[src/logic/eag_defs.svh]
// constants of the effective address generator
// assumes inclusion by bare name from the package and the design modules
// Summary of operation
// - eighteen addressing modes in nine basic groups
// - direct modes pick one of eight data/address registers
// - address indirect: plain, postinc, predec, d16, indexed
// - short displacements sign-extended to 32 bits, added
// - index word or long, scaled by 1/2/4/8
// - optional base displacement added to base register
// - outer displacement added after the indirect fetch
// - indirection reads long word as next pointer
// - postindex after fetch, preindex before fetch
// - pc-relative forms use pc as base
// - absolute short or long address from extension
// - immediate operand of 8, 16 or 32 bits
`ifndef EAG_DEFS_SVH
`define EAG_DEFS_SVH

// index select: bit 3 picks the address register bank
`define EAG_IDX_AREG_BIT 3
// index scale codes: shift amount
`define EAG_SCALE_ONE 2'h0
// default index width when omitted: word
`define EAG_IDX_LONG_DFLT 1'h0
// reset values of registered outputs
`define EAG_RST_WORD 32'h00000000
`define EAG_RST_REGNUM 3'h0

`endif

[src/logic/eag_pkg.sv]
// types shared by the effective address generator modules
// assumes the constants header sits in the same folder
`include "eag_defs.svh"

package eag_pkg;

    // addressing modes, one code per mode
    typedef enum logic [4:0] {
        EAG_M_DREG = 5'h00, EAG_M_AREG = 5'h01, EAG_M_AIND = 5'h02,
        EAG_M_APOSTINC = 5'h03, EAG_M_APREDEC = 5'h04, EAG_M_ADISP = 5'h05,
        EAG_M_AIDX8 = 5'h06, EAG_M_AIDXBD = 5'h07, EAG_M_MIPOST = 5'h08,
        EAG_M_MIPRE = 5'h09, EAG_M_PCDISP = 5'h0A, EAG_M_PCIDX8 = 5'h0B,
        EAG_M_PCIDXBD = 5'h0C, EAG_M_PCMIPOST = 5'h0D, EAG_M_PCMIPRE = 5'h0E,
        EAG_M_ABSW = 5'h0F, EAG_M_ABSL = 5'h10, EAG_M_IMM = 5'h11
    } eag_mode_t;

    // width of a displacement or extension value
    typedef enum logic [1:0] {
        EAG_W_NONE = 2'h0, EAG_W_8 = 2'h1, EAG_W_16 = 2'h2, EAG_W_32 = 2'h3
    } eag_width_t;

    // operand size for postincrement and predecrement
    typedef enum logic [1:0] {
        EAG_S_BYTE = 2'h0, EAG_S_WORD = 2'h1, EAG_S_LONG = 2'h2
    } eag_size_t;

    // what the answer names
    typedef enum logic [1:0] {
        EAG_K_MEM = 2'h0, EAG_K_DREG = 2'h1, EAG_K_AREG = 2'h2, EAG_K_IMM = 2'h3
    } eag_kind_t;

    // sequencer states, one-hot
    typedef enum logic [2:0] {
        EAG_ST_IDLE = 3'h1, EAG_ST_FETCH = 3'h2, EAG_ST_DONE = 3'h4
    } eag_state_t;

    // sign extend a value of the given width; none gives zero
    function automatic logic [31:0] eag_sext(input logic [31:0] v, input eag_width_t w);
        logic [31:0] r;
        r = 32'h00000000;
        unique case (w)
            EAG_W_8: r = {{24{v[7]}}, v[7:0]};
            EAG_W_16: r = {{16{v[15]}}, v[15:0]};
            EAG_W_32: r = v;
            EAG_W_NONE: r = 32'h00000000;
        endcase
        return r;
    endfunction

    // operand size in bytes
    function automatic logic [31:0] eag_size_bytes(input eag_size_t s);
        logic [31:0] r;
        r = 32'h00000001;
        unique case (s)
            EAG_S_BYTE: r = 32'h00000001;
            EAG_S_WORD: r = 32'h00000002;
            EAG_S_LONG: r = 32'h00000004;
            default: r = 32'h00000001;
        endcase
        return r;
    endfunction

endpackage

[src/logic/eag_idx_if.sv]
// carrier between the core sequencer and the index scaler
// assumes both ends run combinationally in one clock domain
`timescale 1ns/1ps
`default_nettype none

interface eag_idx_if;
    logic [31:0] idx_raw; // selected index register value
    logic idx_long; // use full long word
    logic [1:0] idx_scale; // shift amount 0..3
    logic [31:0] idx_scaled; // scaled index term
    modport core (output idx_raw, output idx_long, output idx_scale, input idx_scaled);
    modport unit (input idx_raw, input idx_long, input idx_scale, output idx_scaled);
endinterface

`default_nettype wire

[src/logic/eag_index_scaler.sv]
// index scaler: word or long index, times one, two, four or eight
// assumes inputs are stable within the cycle; purely combinational
`timescale 1ns/1ps
`default_nettype none

module eag_index_scaler (
    eag_idx_if.unit idx
);
    import eag_pkg::*;

    logic [31:0] idx_ext; // sign-extended or full index

    // word index is sign extended, long index used as is
    always_comb begin
        idx_ext = idx.idx_long ? idx.idx_raw : eag_sext(idx.idx_raw, EAG_W_16);
        idx.idx_scaled = idx_ext << idx.idx_scale;
    end
endmodule // eag_index_scaler

`default_nettype wire

[src/logic/eag_top.sv]
// effective address generator: decoded mode fields to operand address
// assumes decode pipe and bus controller share ref_clk; no synchronisers needed
`timescale 1ns/1ps
`default_nettype none
`include "eag_defs.svh"

module eag_top (
    input wire logic ref_clk, // core clock
    input wire logic rst, // synchronous reset, active high
    input wire logic req_valid, // decoded request present
    output logic req_ready, // sequencer can take a request
    input wire eag_pkg::eag_mode_t req_mode, // addressing mode
    input wire logic [2:0] req_reg_num, // register number of the mode field
    input wire eag_pkg::eag_size_t req_op_size, // operand size
    input wire logic req_index_present, // an index term is used
    input wire logic [3:0] req_index_sel, // index register, bit 3 = address bank
    input wire logic req_index_fmt_given, // size and scale were written
    input wire logic req_index_long, // long index when given
    input wire logic [1:0] req_index_scale, // scale shift when given
    input wire logic [31:0] req_base_disp, // base or short displacement
    input wire eag_pkg::eag_width_t req_base_disp_width, // its width, none = absent
    input wire logic [31:0] req_outer_disp, // outer displacement
    input wire eag_pkg::eag_width_t req_outer_disp_width, // its width, none = absent
    input wire logic [31:0] req_ext_data, // absolute address or immediate
    input wire eag_pkg::eag_width_t req_ext_width, // immediate width
    input wire logic [31:0] req_pc, // program counter base
    input wire logic [7:0][31:0] data_regs, // data register file
    input wire logic [7:0][31:0] addr_regs, // address register file
    output logic ea_valid, // answer pulse
    output eag_pkg::eag_kind_t ea_kind, // memory, register or immediate
    output logic [31:0] ea_value, // address or immediate value
    output logic [2:0] ea_reg_num, // register for direct kinds
    output logic wb_valid, // base register update pulse
    output logic [2:0] wb_reg_num, // address register to update
    output logic [31:0] wb_value, // its new value
    output logic mem_req, // indirect pointer read request
    output logic [31:0] mem_addr, // long-word pointer address
    input wire logic mem_ack, // read data returned
    input wire logic [31:0] mem_rdata // returned pointer
);
    import eag_pkg::*;

    // sequencer and registered outputs
    eag_state_t state, next_state; // current and next step
    logic next_ea_valid; // answer pulse next
    eag_kind_t next_ea_kind; // answer kind next
    logic [31:0] next_ea_value; // answer value next
    logic [2:0] next_ea_reg_num; // direct register next
    logic next_wb_valid; // writeback pulse next
    logic [2:0] next_wb_reg_num; // writeback register next
    logic [31:0] next_wb_value; // writeback value next
    logic [31:0] next_mem_addr; // pointer address next
    logic [31:0] post_add, next_post_add; // term added after the fetch

    // decoded selections
    logic [2:0] data_reg_sel; // data register chosen by the mode field
    logic [2:0] addr_reg_sel; // address register chosen by the mode field
    logic [3:0] index_reg_sel; // index register chosen by the extension
    logic [31:0] base_val; // address register or pc base
    logic [31:0] base_disp; // sign-extended base displacement
    logic [31:0] outer_disp; // sign-extended outer displacement
    logic [31:0] idx_term; // scaled index, zero when absent
    logic [31:0] size_bytes; // operand size in bytes
    logic is_pc; // pc-relative mode
    logic take; // request taken this edge

    eag_idx_if idx_bus (); // carrier to the index scaler

    // index scaling lives in its own unit
    eag_index_scaler u_scaler (
        .idx (idx_bus.unit)
    );

    // field decode shared by every mode
    always_comb begin
        data_reg_sel = req_reg_num;
        addr_reg_sel = req_reg_num;
        index_reg_sel = req_index_sel;
        is_pc = (req_mode == EAG_M_PCDISP) || (req_mode == EAG_M_PCIDX8) ||
                (req_mode == EAG_M_PCIDXBD) || (req_mode == EAG_M_PCMIPOST) ||
                (req_mode == EAG_M_PCMIPRE);
        // pc replaces the address register as base
        base_val = is_pc ? req_pc : addr_regs[addr_reg_sel];
        base_disp = eag_sext(req_base_disp, req_base_disp_width);
        outer_disp = eag_sext(req_outer_disp, req_outer_disp_width);
        size_bytes = eag_size_bytes(req_op_size);
    end

    // index selection and default format
    always_comb begin
        // any data or address register may be the index
        if (index_reg_sel[`EAG_IDX_AREG_BIT]) begin
            idx_bus.idx_raw = addr_regs[index_reg_sel[2:0]];
        end else begin
            idx_bus.idx_raw = data_regs[index_reg_sel[2:0]];
        end
        // omitted size and scale mean word times one
        if (req_index_fmt_given) begin
            idx_bus.idx_long = req_index_long;
            idx_bus.idx_scale = req_index_scale;
        end else begin
            idx_bus.idx_long = `EAG_IDX_LONG_DFLT;
            idx_bus.idx_scale = `EAG_SCALE_ONE;
        end
        // an absent index adds nothing to idx_term; the brief indexed forms add idx_scaled regardless
        idx_term = req_index_present ? idx_bus.idx_scaled : 32'h00000000;
    end

    // request handshake: one request at a time
    always_comb begin
        req_ready = (state == EAG_ST_IDLE);
        take = req_valid && req_ready;
        mem_req = (state == EAG_ST_FETCH);
    end

    // next values of the sequencer group
    always_comb begin
        next_state = state;
        next_ea_valid = 1'b0;
        next_ea_kind = ea_kind;
        next_ea_value = ea_value;
        next_ea_reg_num = ea_reg_num;
        next_wb_valid = 1'b0;
        next_wb_reg_num = wb_reg_num;
        next_wb_value = wb_value;
        next_mem_addr = mem_addr;
        next_post_add = post_add;
        unique case (state)
            // address of a newly taken request
            EAG_ST_IDLE: begin
                if (take) begin
                    next_state = EAG_ST_DONE;
                    next_ea_valid = 1'b1;
                    next_ea_kind = EAG_K_MEM;
                    next_ea_reg_num = `EAG_RST_REGNUM;
                    unique case (req_mode)
                        // register direct
                        EAG_M_DREG: begin
                            next_ea_kind = EAG_K_DREG;
                            next_ea_reg_num = data_reg_sel;
                            next_ea_value = data_regs[data_reg_sel];
                        end
                        EAG_M_AREG: begin
                            next_ea_kind = EAG_K_AREG;
                            next_ea_reg_num = addr_reg_sel;
                            next_ea_value = addr_regs[addr_reg_sel];
                        end
                        // register indirect variants
                        EAG_M_AIND: begin
                            next_ea_value = base_val;
                        end
                        EAG_M_APOSTINC: begin
                            next_ea_value = base_val;
                            next_wb_valid = 1'b1;
                            next_wb_reg_num = addr_reg_sel;
                            next_wb_value = base_val + size_bytes;
                        end
                        EAG_M_APREDEC: begin
                            // decremented value is the address used
                            next_ea_value = base_val - size_bytes;
                            next_wb_valid = 1'b1;
                            next_wb_reg_num = addr_reg_sel;
                            next_wb_value = base_val - size_bytes;
                        end
                        // 16-bit displacement
                        EAG_M_ADISP, EAG_M_PCDISP: begin
                            next_ea_value = base_val + eag_sext(req_base_disp, EAG_W_16);
                        end
                        // brief indexed form, 8-bit displacement
                        EAG_M_AIDX8, EAG_M_PCIDX8: begin
                            next_ea_value = base_val + eag_sext(req_base_disp, EAG_W_8) +
                                            idx_bus.idx_scaled;
                        end
                        // full indexed form with optional base displacement
                        EAG_M_AIDXBD, EAG_M_PCIDXBD: begin
                            next_ea_value = base_val + base_disp + idx_term;
                        end
                        // postindexed: index joins after the fetch
                        EAG_M_MIPOST, EAG_M_PCMIPOST: begin
                            next_state = EAG_ST_FETCH;
                            next_ea_valid = 1'b0;
                            next_mem_addr = base_val + base_disp;
                            next_post_add = idx_term + outer_disp;
                        end
                        // preindexed: index joins before the fetch
                        EAG_M_MIPRE, EAG_M_PCMIPRE: begin
                            next_state = EAG_ST_FETCH;
                            next_ea_valid = 1'b0;
                            next_mem_addr = base_val + base_disp + idx_term;
                            next_post_add = outer_disp;
                        end
                        // absolute short and long
                        EAG_M_ABSW: begin
                            next_ea_value = eag_sext(req_ext_data, EAG_W_16);
                        end
                        EAG_M_ABSL: begin
                            next_ea_value = req_ext_data;
                        end
                        // immediate operand, zero above its width
                        EAG_M_IMM: begin
                            next_ea_kind = EAG_K_IMM;
                            unique case (req_ext_width)
                                EAG_W_8: next_ea_value = {24'h000000, req_ext_data[7:0]};
                                EAG_W_16: next_ea_value = {16'h0000, req_ext_data[15:0]};
                                EAG_W_32: next_ea_value = req_ext_data;
                                EAG_W_NONE: next_ea_value = req_ext_data;
                            endcase
                        end
                        // undefined mode code: answer zero address
                        default: begin
                            next_ea_value = `EAG_RST_WORD;
                        end
                    endcase
                end
            end
            // wait for the long-word pointer
            EAG_ST_FETCH: begin
                if (mem_ack) begin
                    next_state = EAG_ST_DONE;
                    next_ea_valid = 1'b1;
                    next_ea_kind = EAG_K_MEM;
                    next_ea_value = mem_rdata + post_add;
                end
            end
            // answer presented, return to idle
            EAG_ST_DONE: begin
                next_state = EAG_ST_IDLE;
            end
            // illegal one-hot code: recover to idle
            default: begin
                next_state = EAG_ST_IDLE;
            end
        endcase
    end

    // registers of the sequencer group
    always_ff @(posedge ref_clk) begin
        if (rst) begin
            state <= EAG_ST_IDLE;
            ea_valid <= 1'b0;
            ea_kind <= EAG_K_MEM;
            ea_value <= `EAG_RST_WORD;
            ea_reg_num <= `EAG_RST_REGNUM;
            wb_valid <= 1'b0;
            wb_reg_num <= `EAG_RST_REGNUM;
            wb_value <= `EAG_RST_WORD;
            mem_addr <= `EAG_RST_WORD;
            post_add <= `EAG_RST_WORD;
        end else begin
            state <= next_state;
            ea_valid <= next_ea_valid;
            ea_kind <= next_ea_kind;
            ea_value <= next_ea_value;
            ea_reg_num <= next_ea_reg_num;
            wb_valid <= next_wb_valid;
            wb_reg_num <= next_wb_reg_num;
            wb_value <= next_wb_value;
            mem_addr <= next_mem_addr;
            post_add <= next_post_add;
        end
    end
endmodule // eag_top

`default_nettype wire

[config.mk]
export PLATFORM = sky130hd
export DESIGN_NAME = eag_top
export DESIGN_NICKNAME = d
export VERILOG_FILES = /design/src/logic/eag_pkg.sv /design/src/logic/eag_idx_if.sv /design/src/logic/eag_index_scaler.sv /design/src/logic/eag_top.sv
export VERILOG_INCLUDE_DIRS = /design/src /design/src/logic
export SDC_FILE = /design/constraint.sdc
export NUM_CORES = 1
export LEC_CHECK = 0
export BUFFER_PORTS_ARGS = -buffer_cell sky130_fd_sc_hd__buf_2
export CAP_MARGIN = 10
export CORE_AREA = 5 5 315 317
export DETAILED_ROUTE_END_ITERATION = 7
export DIE_AREA = 0 0 320 322
export SLEW_MARGIN = 20
export SYNTH_ARGS = -nofsm -noshare
export SYNTH_HDL_FRONTEND = slang
export SYNTH_SLANG_ARGS = --single-unit
[constraint.sdc]
create_clock -name ref_clk -period 16.8 [get_ports ref_clk]
set_input_delay 5.04 -clock ref_clk [delete_from_list [all_inputs] [get_ports ref_clk]]
set_output_delay 5.04 -clock ref_clk [all_outputs]
set_load 0.02 [all_outputs]
==> out/metrics.yaml, run 1 <==
run_status:
  status: "finished, final reports clean"
sta:
  setup_viol: 0
  skew_ps: 17.5
  fmax_mhz: 78.3
  final.setup.tns_ps: 0
  hold_violations: 0
  fin_crit_ps: 12770
  worst_slew_pin_slew_ps: 1060
  timing.final.crit_share: 0.760
  relSlewSlack: 0.296
  slew_viol_final: 0
  rsz0062_at_grt: "false"
  timing.final.ws_setup_ps: 4030
synth:
  post_synth_inst_count: 3354
  ys_async_sr_fraction: 0
  syn-num-nets: 4286
  seq_area_frac_synth: 0.0995
  synth_commonest_cells: "nand2_1, nor2_1, a21oi_1"
  yosysMostFrequentCell: "nand2_1"
  synth_edf_count: 0
  synth-main-ff-cell: "dfxtp_1"
  synth.ff_latch_count: 141
  yosysTopAreaCell: "mux4_2"
  avgSynthCellArea_um2: 8.46
  synth_cell_types: 104
  yosys_warnings: 0
  yosys-top-cells-area: "mux4_2, dfxtp_1, ha_1"
  syn_area_um2: 28400
  synth_top_area_share: 0.229
global_routing:
  grt_usage: 0.282
  grt_overflow: 0
  grt_pass1_wl_um: 213000
  grt_pass1_vias: 30263
  grt_max_degree: 79
  antenna_found_initial: 64
job:
  maxCapViolCount: 0
clock_network:
  cts_resized: 0
  cts_sinks: 141
  clock_latency_ps: 470
  cts_tree: "done"
  cts_htree_levels: 4
  cts_made_buffers: 17
  root_buffer: "clkbuf_16"
  clockBufferDepth: 2
  hold_buffers: 0
  path_clk_slew_ps: 70
  postCtsSetupBuffers: 0
critical_path:
  arrival_ps: 13090
  cp_data_required_time_ps: 17110
  r2r_cells: 14
  path_buf_inv: 2
  crit_path_end_kind: "flip-flop"
  path_depth: 28
  r2r_slack_ps: 12260
  regToRegEndpoint: "ea_value[31]"
  endpoint: "ea_value[30]"
  worstSetupPathType: "in2reg"
  cpLargestDelayFamily: "compound AO/OA/AOI/OAI gates"
  crit_path_top_delay_cell: "o41ai_1"
  critPathMaxStageDelay_ps: 800
  startpoint: "req_reg_num[0]"
  critPathLaunchType: "input pin"
  r2r_start: "state[1]"
  crit_fanout: 36
placement:
  gp_congestion: 0.997
  dp_hpwl_um: 132000
  portBuffers: 808
  dpl_worst_slack_ps: 3760
  placed_area_um2: 33500
floorplan:
  start_util: 0.295
  die_w_um: 320
  ioPinCount: 809
  core_area_um2: 96000
  dieArea_um2: 103000
  die_h_um: 322
  std_cell_rows: 114
drt:
  wl_per_cell_um: 28.7
  routed_wl_um: 153000
  via_per_inst: 5.87
  dr.pass1.iters: 6
  vias: 31382
  route.detailed.drc: 0
  drt_iter0_markers: 3228
  final_antenna_net_count: 0
hold_path:
  hold_start: "wb_value[13]"
  hold_class: "reg2reg"
cells_and_area:
  register_area_um2: 2820
  drive_above_1_share: 0.313
  final_area_um2: 34200
  nets: 4944
  n_fill_cell: 10179
  multiInputGateArea_um2: 24200
  area_growth_syn_to_layout_pct: 20.5
power_and_ir_drop:
  leakagePower_nw: 14.8
  power.density_nw_per_um2: 76.1
  peakVddDrop_mv: 0.0479
[worst min-delay path by stage]
stage / to / cells past startpoint
2_1_floorplan: post_add[11] / 2
3_3_place_gp: wb_value[13] / 2
3_5_place_dp: wb_value[17] / 2
4_1_cts: wb_value[13] / 2
5_1_grt: mem_addr[1] / 2
6_report: wb_value[13] / 2
[cell families (layout without fill, tap and decap cells)]
| logic type | count (synthesis) | count (layout) | synth area share |
|---|---|---|---|
| compound gates | 1029 | 1029 | 0.236 |
| fa+ha+maj | 235 | 235 | 0.114 |
| xor+xnor | 205 | 205 | 0.0633 |
| flops | 141 | 141 | 0.0995 |
| mux | 396 | 396 | 0.274 |
| other cells | 0 | 43 | 0 |
| simple gates | 1012 | 1012 | 0.164 |
| buf+inv | 336 | 1007 | 0.0497 |
[stage by stage]
| step | util | instances | hold WS (ps) | power (mW) |
|---|---|---|---|---|
| finish | 0.356 | 5344 | 449 | 2.60 |
| global route | 0.356 | 5327 | 472 | 2.77 |
| CTS | 0.355 | 5301 | 453 | 2.57 |
| detailed placement | 0.349 | 5269 | 443 | 2.18 |
| global placement | 0.349 | 5269 | 438 | 2.18 |
| floorplan | - | 3354 | 461 | 1.63 |
[state kept, by name, summed over array words and instances (netlist names)]
signal      cells
ea_value       32
mem_addr       32
post_add       32
wb_value       32
ea_reg_num      3
state           3
wb_reg_num      3
ea_kind         2
ea_valid        1
wb_valid        1
[power breakdown]
group / leakage (nW) / internal [mW] / switching [mW] / total (mW)
logic: 13.4 / 0.747 / 1.11 / 1.85
registers: 1.14 / 0.349 / 0.00803 / 0.357
clock network: 0.273 / 0.209 / 0.182 / 0.390
total: 14.8 / 1.30 / 1.30 / 2.60
[area by class of cell]
cell class / count / share of cell area
multi-input cells: 2877 / 0.707
inverters: 118 / 0.0130
diodes: 43 / 0.00315
clock buffers: 17 / 0.0124
clock inverters: 15 / 0.00443
flip-flops and latches: 141 / 0.0826
repair buffers: 857 / 0.130
well taps: 1276 / 0.0467
[worst reg2reg max path, stage by stage, from the launching register on]
cell,delay (ps)
dfxtp_1,330
or3b_2,440
buf_4,230
clkinv_1,90
buf_4,320
nand2_1,300
nand2_1,150
buf_4,450
o21ai_0,510
a211oi_1,510
o21ai_0,200
a21oi_1,170
o21ai_1,90
a2111oi_2,450
a211oi_1,130
[cells in the final DEF, fill, tap and decap left out, types with 39 or more instances in the layout]
| master | count |
|---|---|
| fa_1 | 39 |
| xor2_1 | 71 |
| diode_2 | 43 |
| nor3_1 | 79 |
| nor2_1 | 305 |
| o22ai_1 | 40 |
| nor2b_1 | 45 |
| o21a_1 | 49 |
| nand2_1 | 355 |
| a31oi_1 | 48 |
| xnor2_1 | 134 |
| ha_1 | 192 |
| a211oi_1 | 74 |
| a21oi_1 | 302 |
| mux2i_1 | 70 |
| buf_2 | 801 |
| nand3_1 | 50 |
| o21ai_0 | 165 |
| a21o_1 | 108 |
| dfxtp_1 | 141 |
| mux4_2 | 288 |
| inv_1 | 113 |
| buf_4 | 52 |
[routing by layer]
metal	wire length, µm	global-route usage	up-vias	part of all wire
met5	95	0	-	0.00062
met3	13200	0.0454	232	0.086
met2	72900	0.472	1694	0.48
met1	60600	0.365	15223	0.40
met4	6450	0.111	14	0.042
li1	-	-	14219	-
No activity file was read; power rests on OpenSTA's default activity.
==> run 2, diff against run 1 <==
==> constraint.sdc (replaced) <==
create_clock -name ref_clk -period 11.4 [get_ports ref_clk]
set_input_delay 3.42 -clock ref_clk [delete_from_list [all_inputs] [get_ports ref_clk]]
set_output_delay 3.42 -clock ref_clk [all_outputs]
set_load 0.02 [all_outputs]
==> run 2 against run 1 <==
Clock power rose by 48%. Non-clock buffer count is 17 higher. Critical path type unchanged. Worst setup slack worse by 3300 ps. Worst hold slack barely moved. Clock skew is essentially flat. Cell count up 0.47%. Core utilization grew 0.19 points. Combinational power up 49%. Sequential share of layout area about the same.
==> out/metrics.yaml, run 2 (synthesis results as in run 1) <==
run_status:
  status: "finished, final reports clean"
critical_path:
  r2r_slack_ps: 7440
  endpoint: "ea_value[30]"
  cpLargestDelayFamily: "compound AO/OA/AOI/OAI gates"
  crit_fanout: 17
  path_depth: 27
  critPathMaxStageDelay_ps: 860
  cp_data_required_time_ps: 11710
  regToRegEndpoint: "ea_value[31]"
  worstSetupPathType: "in2reg"
  path_buf_inv: 4
  r2r_cells: 13
  arrival_ps: 10940
  critPathLaunchType: "input pin"
  r2r_start: "state[1]"
  crit_path_end_kind: "flip-flop"
  crit_path_top_delay_cell: "o41ai_1"
  startpoint: "req_reg_num[0]"
  crit_top_cell: "a21oi_1"
global_routing:
  grt_overflow: 0
  grt_usage: 0.286
  grt_pass1_wl_um: 217000
  grt_max_degree: 85
  grt_pass1_vias: 30976
  antenna_found_initial: 66
floorplan:
  core_area_um2: 96000
  start_util: 0.295
  std_cell_rows: 114
  ioPinCount: 809
  die_w_um: 320
  dieArea_um2: 103000
  die_h_um: 322
cells_and_area:
  final_common_cell: "buf_2"
  multiInputGateArea_um2: 24200
  nets: 4961
  area_growth_syn_to_layout_pct: 21.1
  register_area_um2: 2820
  final_area_um2: 34400
  n_fill_cell: 10227
  drive_above_1_share: 0.315
  layout_common_cells: "buf_2, nand2_1, nor2_1"
sta:
  skew_ps: 17.1
  fin_crit_ps: 10640
  worst_slew_pin_slew_ps: 1170
  hold_violations: 0
  fmax_mhz: 94.0
  rsz0062_at_grt: "false"
  timing.final.crit_share: 0.933
  final.setup.tns_ps: 0
  slew_viol_final: 0
  setup_viol: 0
  timing.final.ws_setup_ps: 761
  relSlewSlack: 0.217
drt:
  wl_per_cell_um: 28.9
  route.detailed.drc: 0
  dr.pass1.iters: 6
  routed_wl_um: 155000
  final_antenna_net_count: 0
  via_per_inst: 5.86
  vias: 31482
  drt_iter0_markers: 3503
clock_network:
  cts_made_buffers: 17
  clockBufferDepth: 2
  cts_htree_levels: 4
  hold_buffers: 0
  path_clk_slew_ps: 70
  postCtsSetupBuffers: 0
  cts_sinks: 141
  clock_latency_ps: 470
  cts_resized: 0
  root_buffer: "clkbuf_16"
  cts_tree: "done"
placement:
  portBuffers: 808
  dp_hpwl_um: 133000
  dpl_worst_slack_ps: 341
  gp_congestion: 1.01
  placed_area_um2: 33700
power_and_ir_drop:
  power.density_nw_per_um2: 112
  peakVddDrop_mv: 0.120
  leakagePower_nw: 14.9
hold_path:
  hold_class: "reg2reg"
job:
  maxCapViolCount: 0
run 2: cell count changes in the layout (fill, tap and decap cells not counted), sizes merged, moves of 2 or more:
cell    delta
clkbuf     +2
clkinv     +3
diode      +8
inv        -5
buf       +17
run 2: tightest hold or removal path: stages, from the launching register on:
cell	delay, ps
dfxtp_1	310
nand2_1	50
a21oi_1	50
run 2: cell type report:
class,count,area share
antenna,51,0.00371
clock buffer,19,0.0126
inverter,118,0.0129
sequential,141,0.0822
tap,1276,0.0465
multi-input combinational,2877,0.704
clock inverter,13,0.00412
timing repair buffer,874,0.134
run 2: worst min-delay path by stage:
stage                            start            to  cells after the start
after floorplan           post_add[11]  post_add[11]                      2
after global placement    wb_value[12]  wb_value[12]                      2
after detailed placement   mem_addr[2]   mem_addr[2]                      2
after CTS                 wb_value[10]  wb_value[10]                      2
after global routing       wb_value[4]   wb_value[4]                      2
final                      mem_addr[2]   mem_addr[2]                      2
run 2: metal layers:
layer	vias to the layer above	track usage	wire length (µm)
met5	-	0	69
met4	12	0.127	8180
met3	251	0.0438	12500
met2	1701	0.474	72500
met1	15268	0.371	62200
li1	14250	-	-
run 2: per-stage QoR:
step,cells,util,hold WS [ps],power (mW)
floorplan,3354,-,461,2.40
global placement,5286,0.351,437,3.23
detailed placement,5286,0.351,442,3.23
CTS,5318,0.357,450,3.82
global route,5355,0.358,468,4.11
finish,5369,0.358,449,3.86
run 2: where the power goes:
| group | internal (mW) | switching, mW |
|---|---|---|
| combinational | 1.11 | 1.64 |
| sequential | 0.514 | 0.0121 |
| clock | 0.323 | 0.255 |
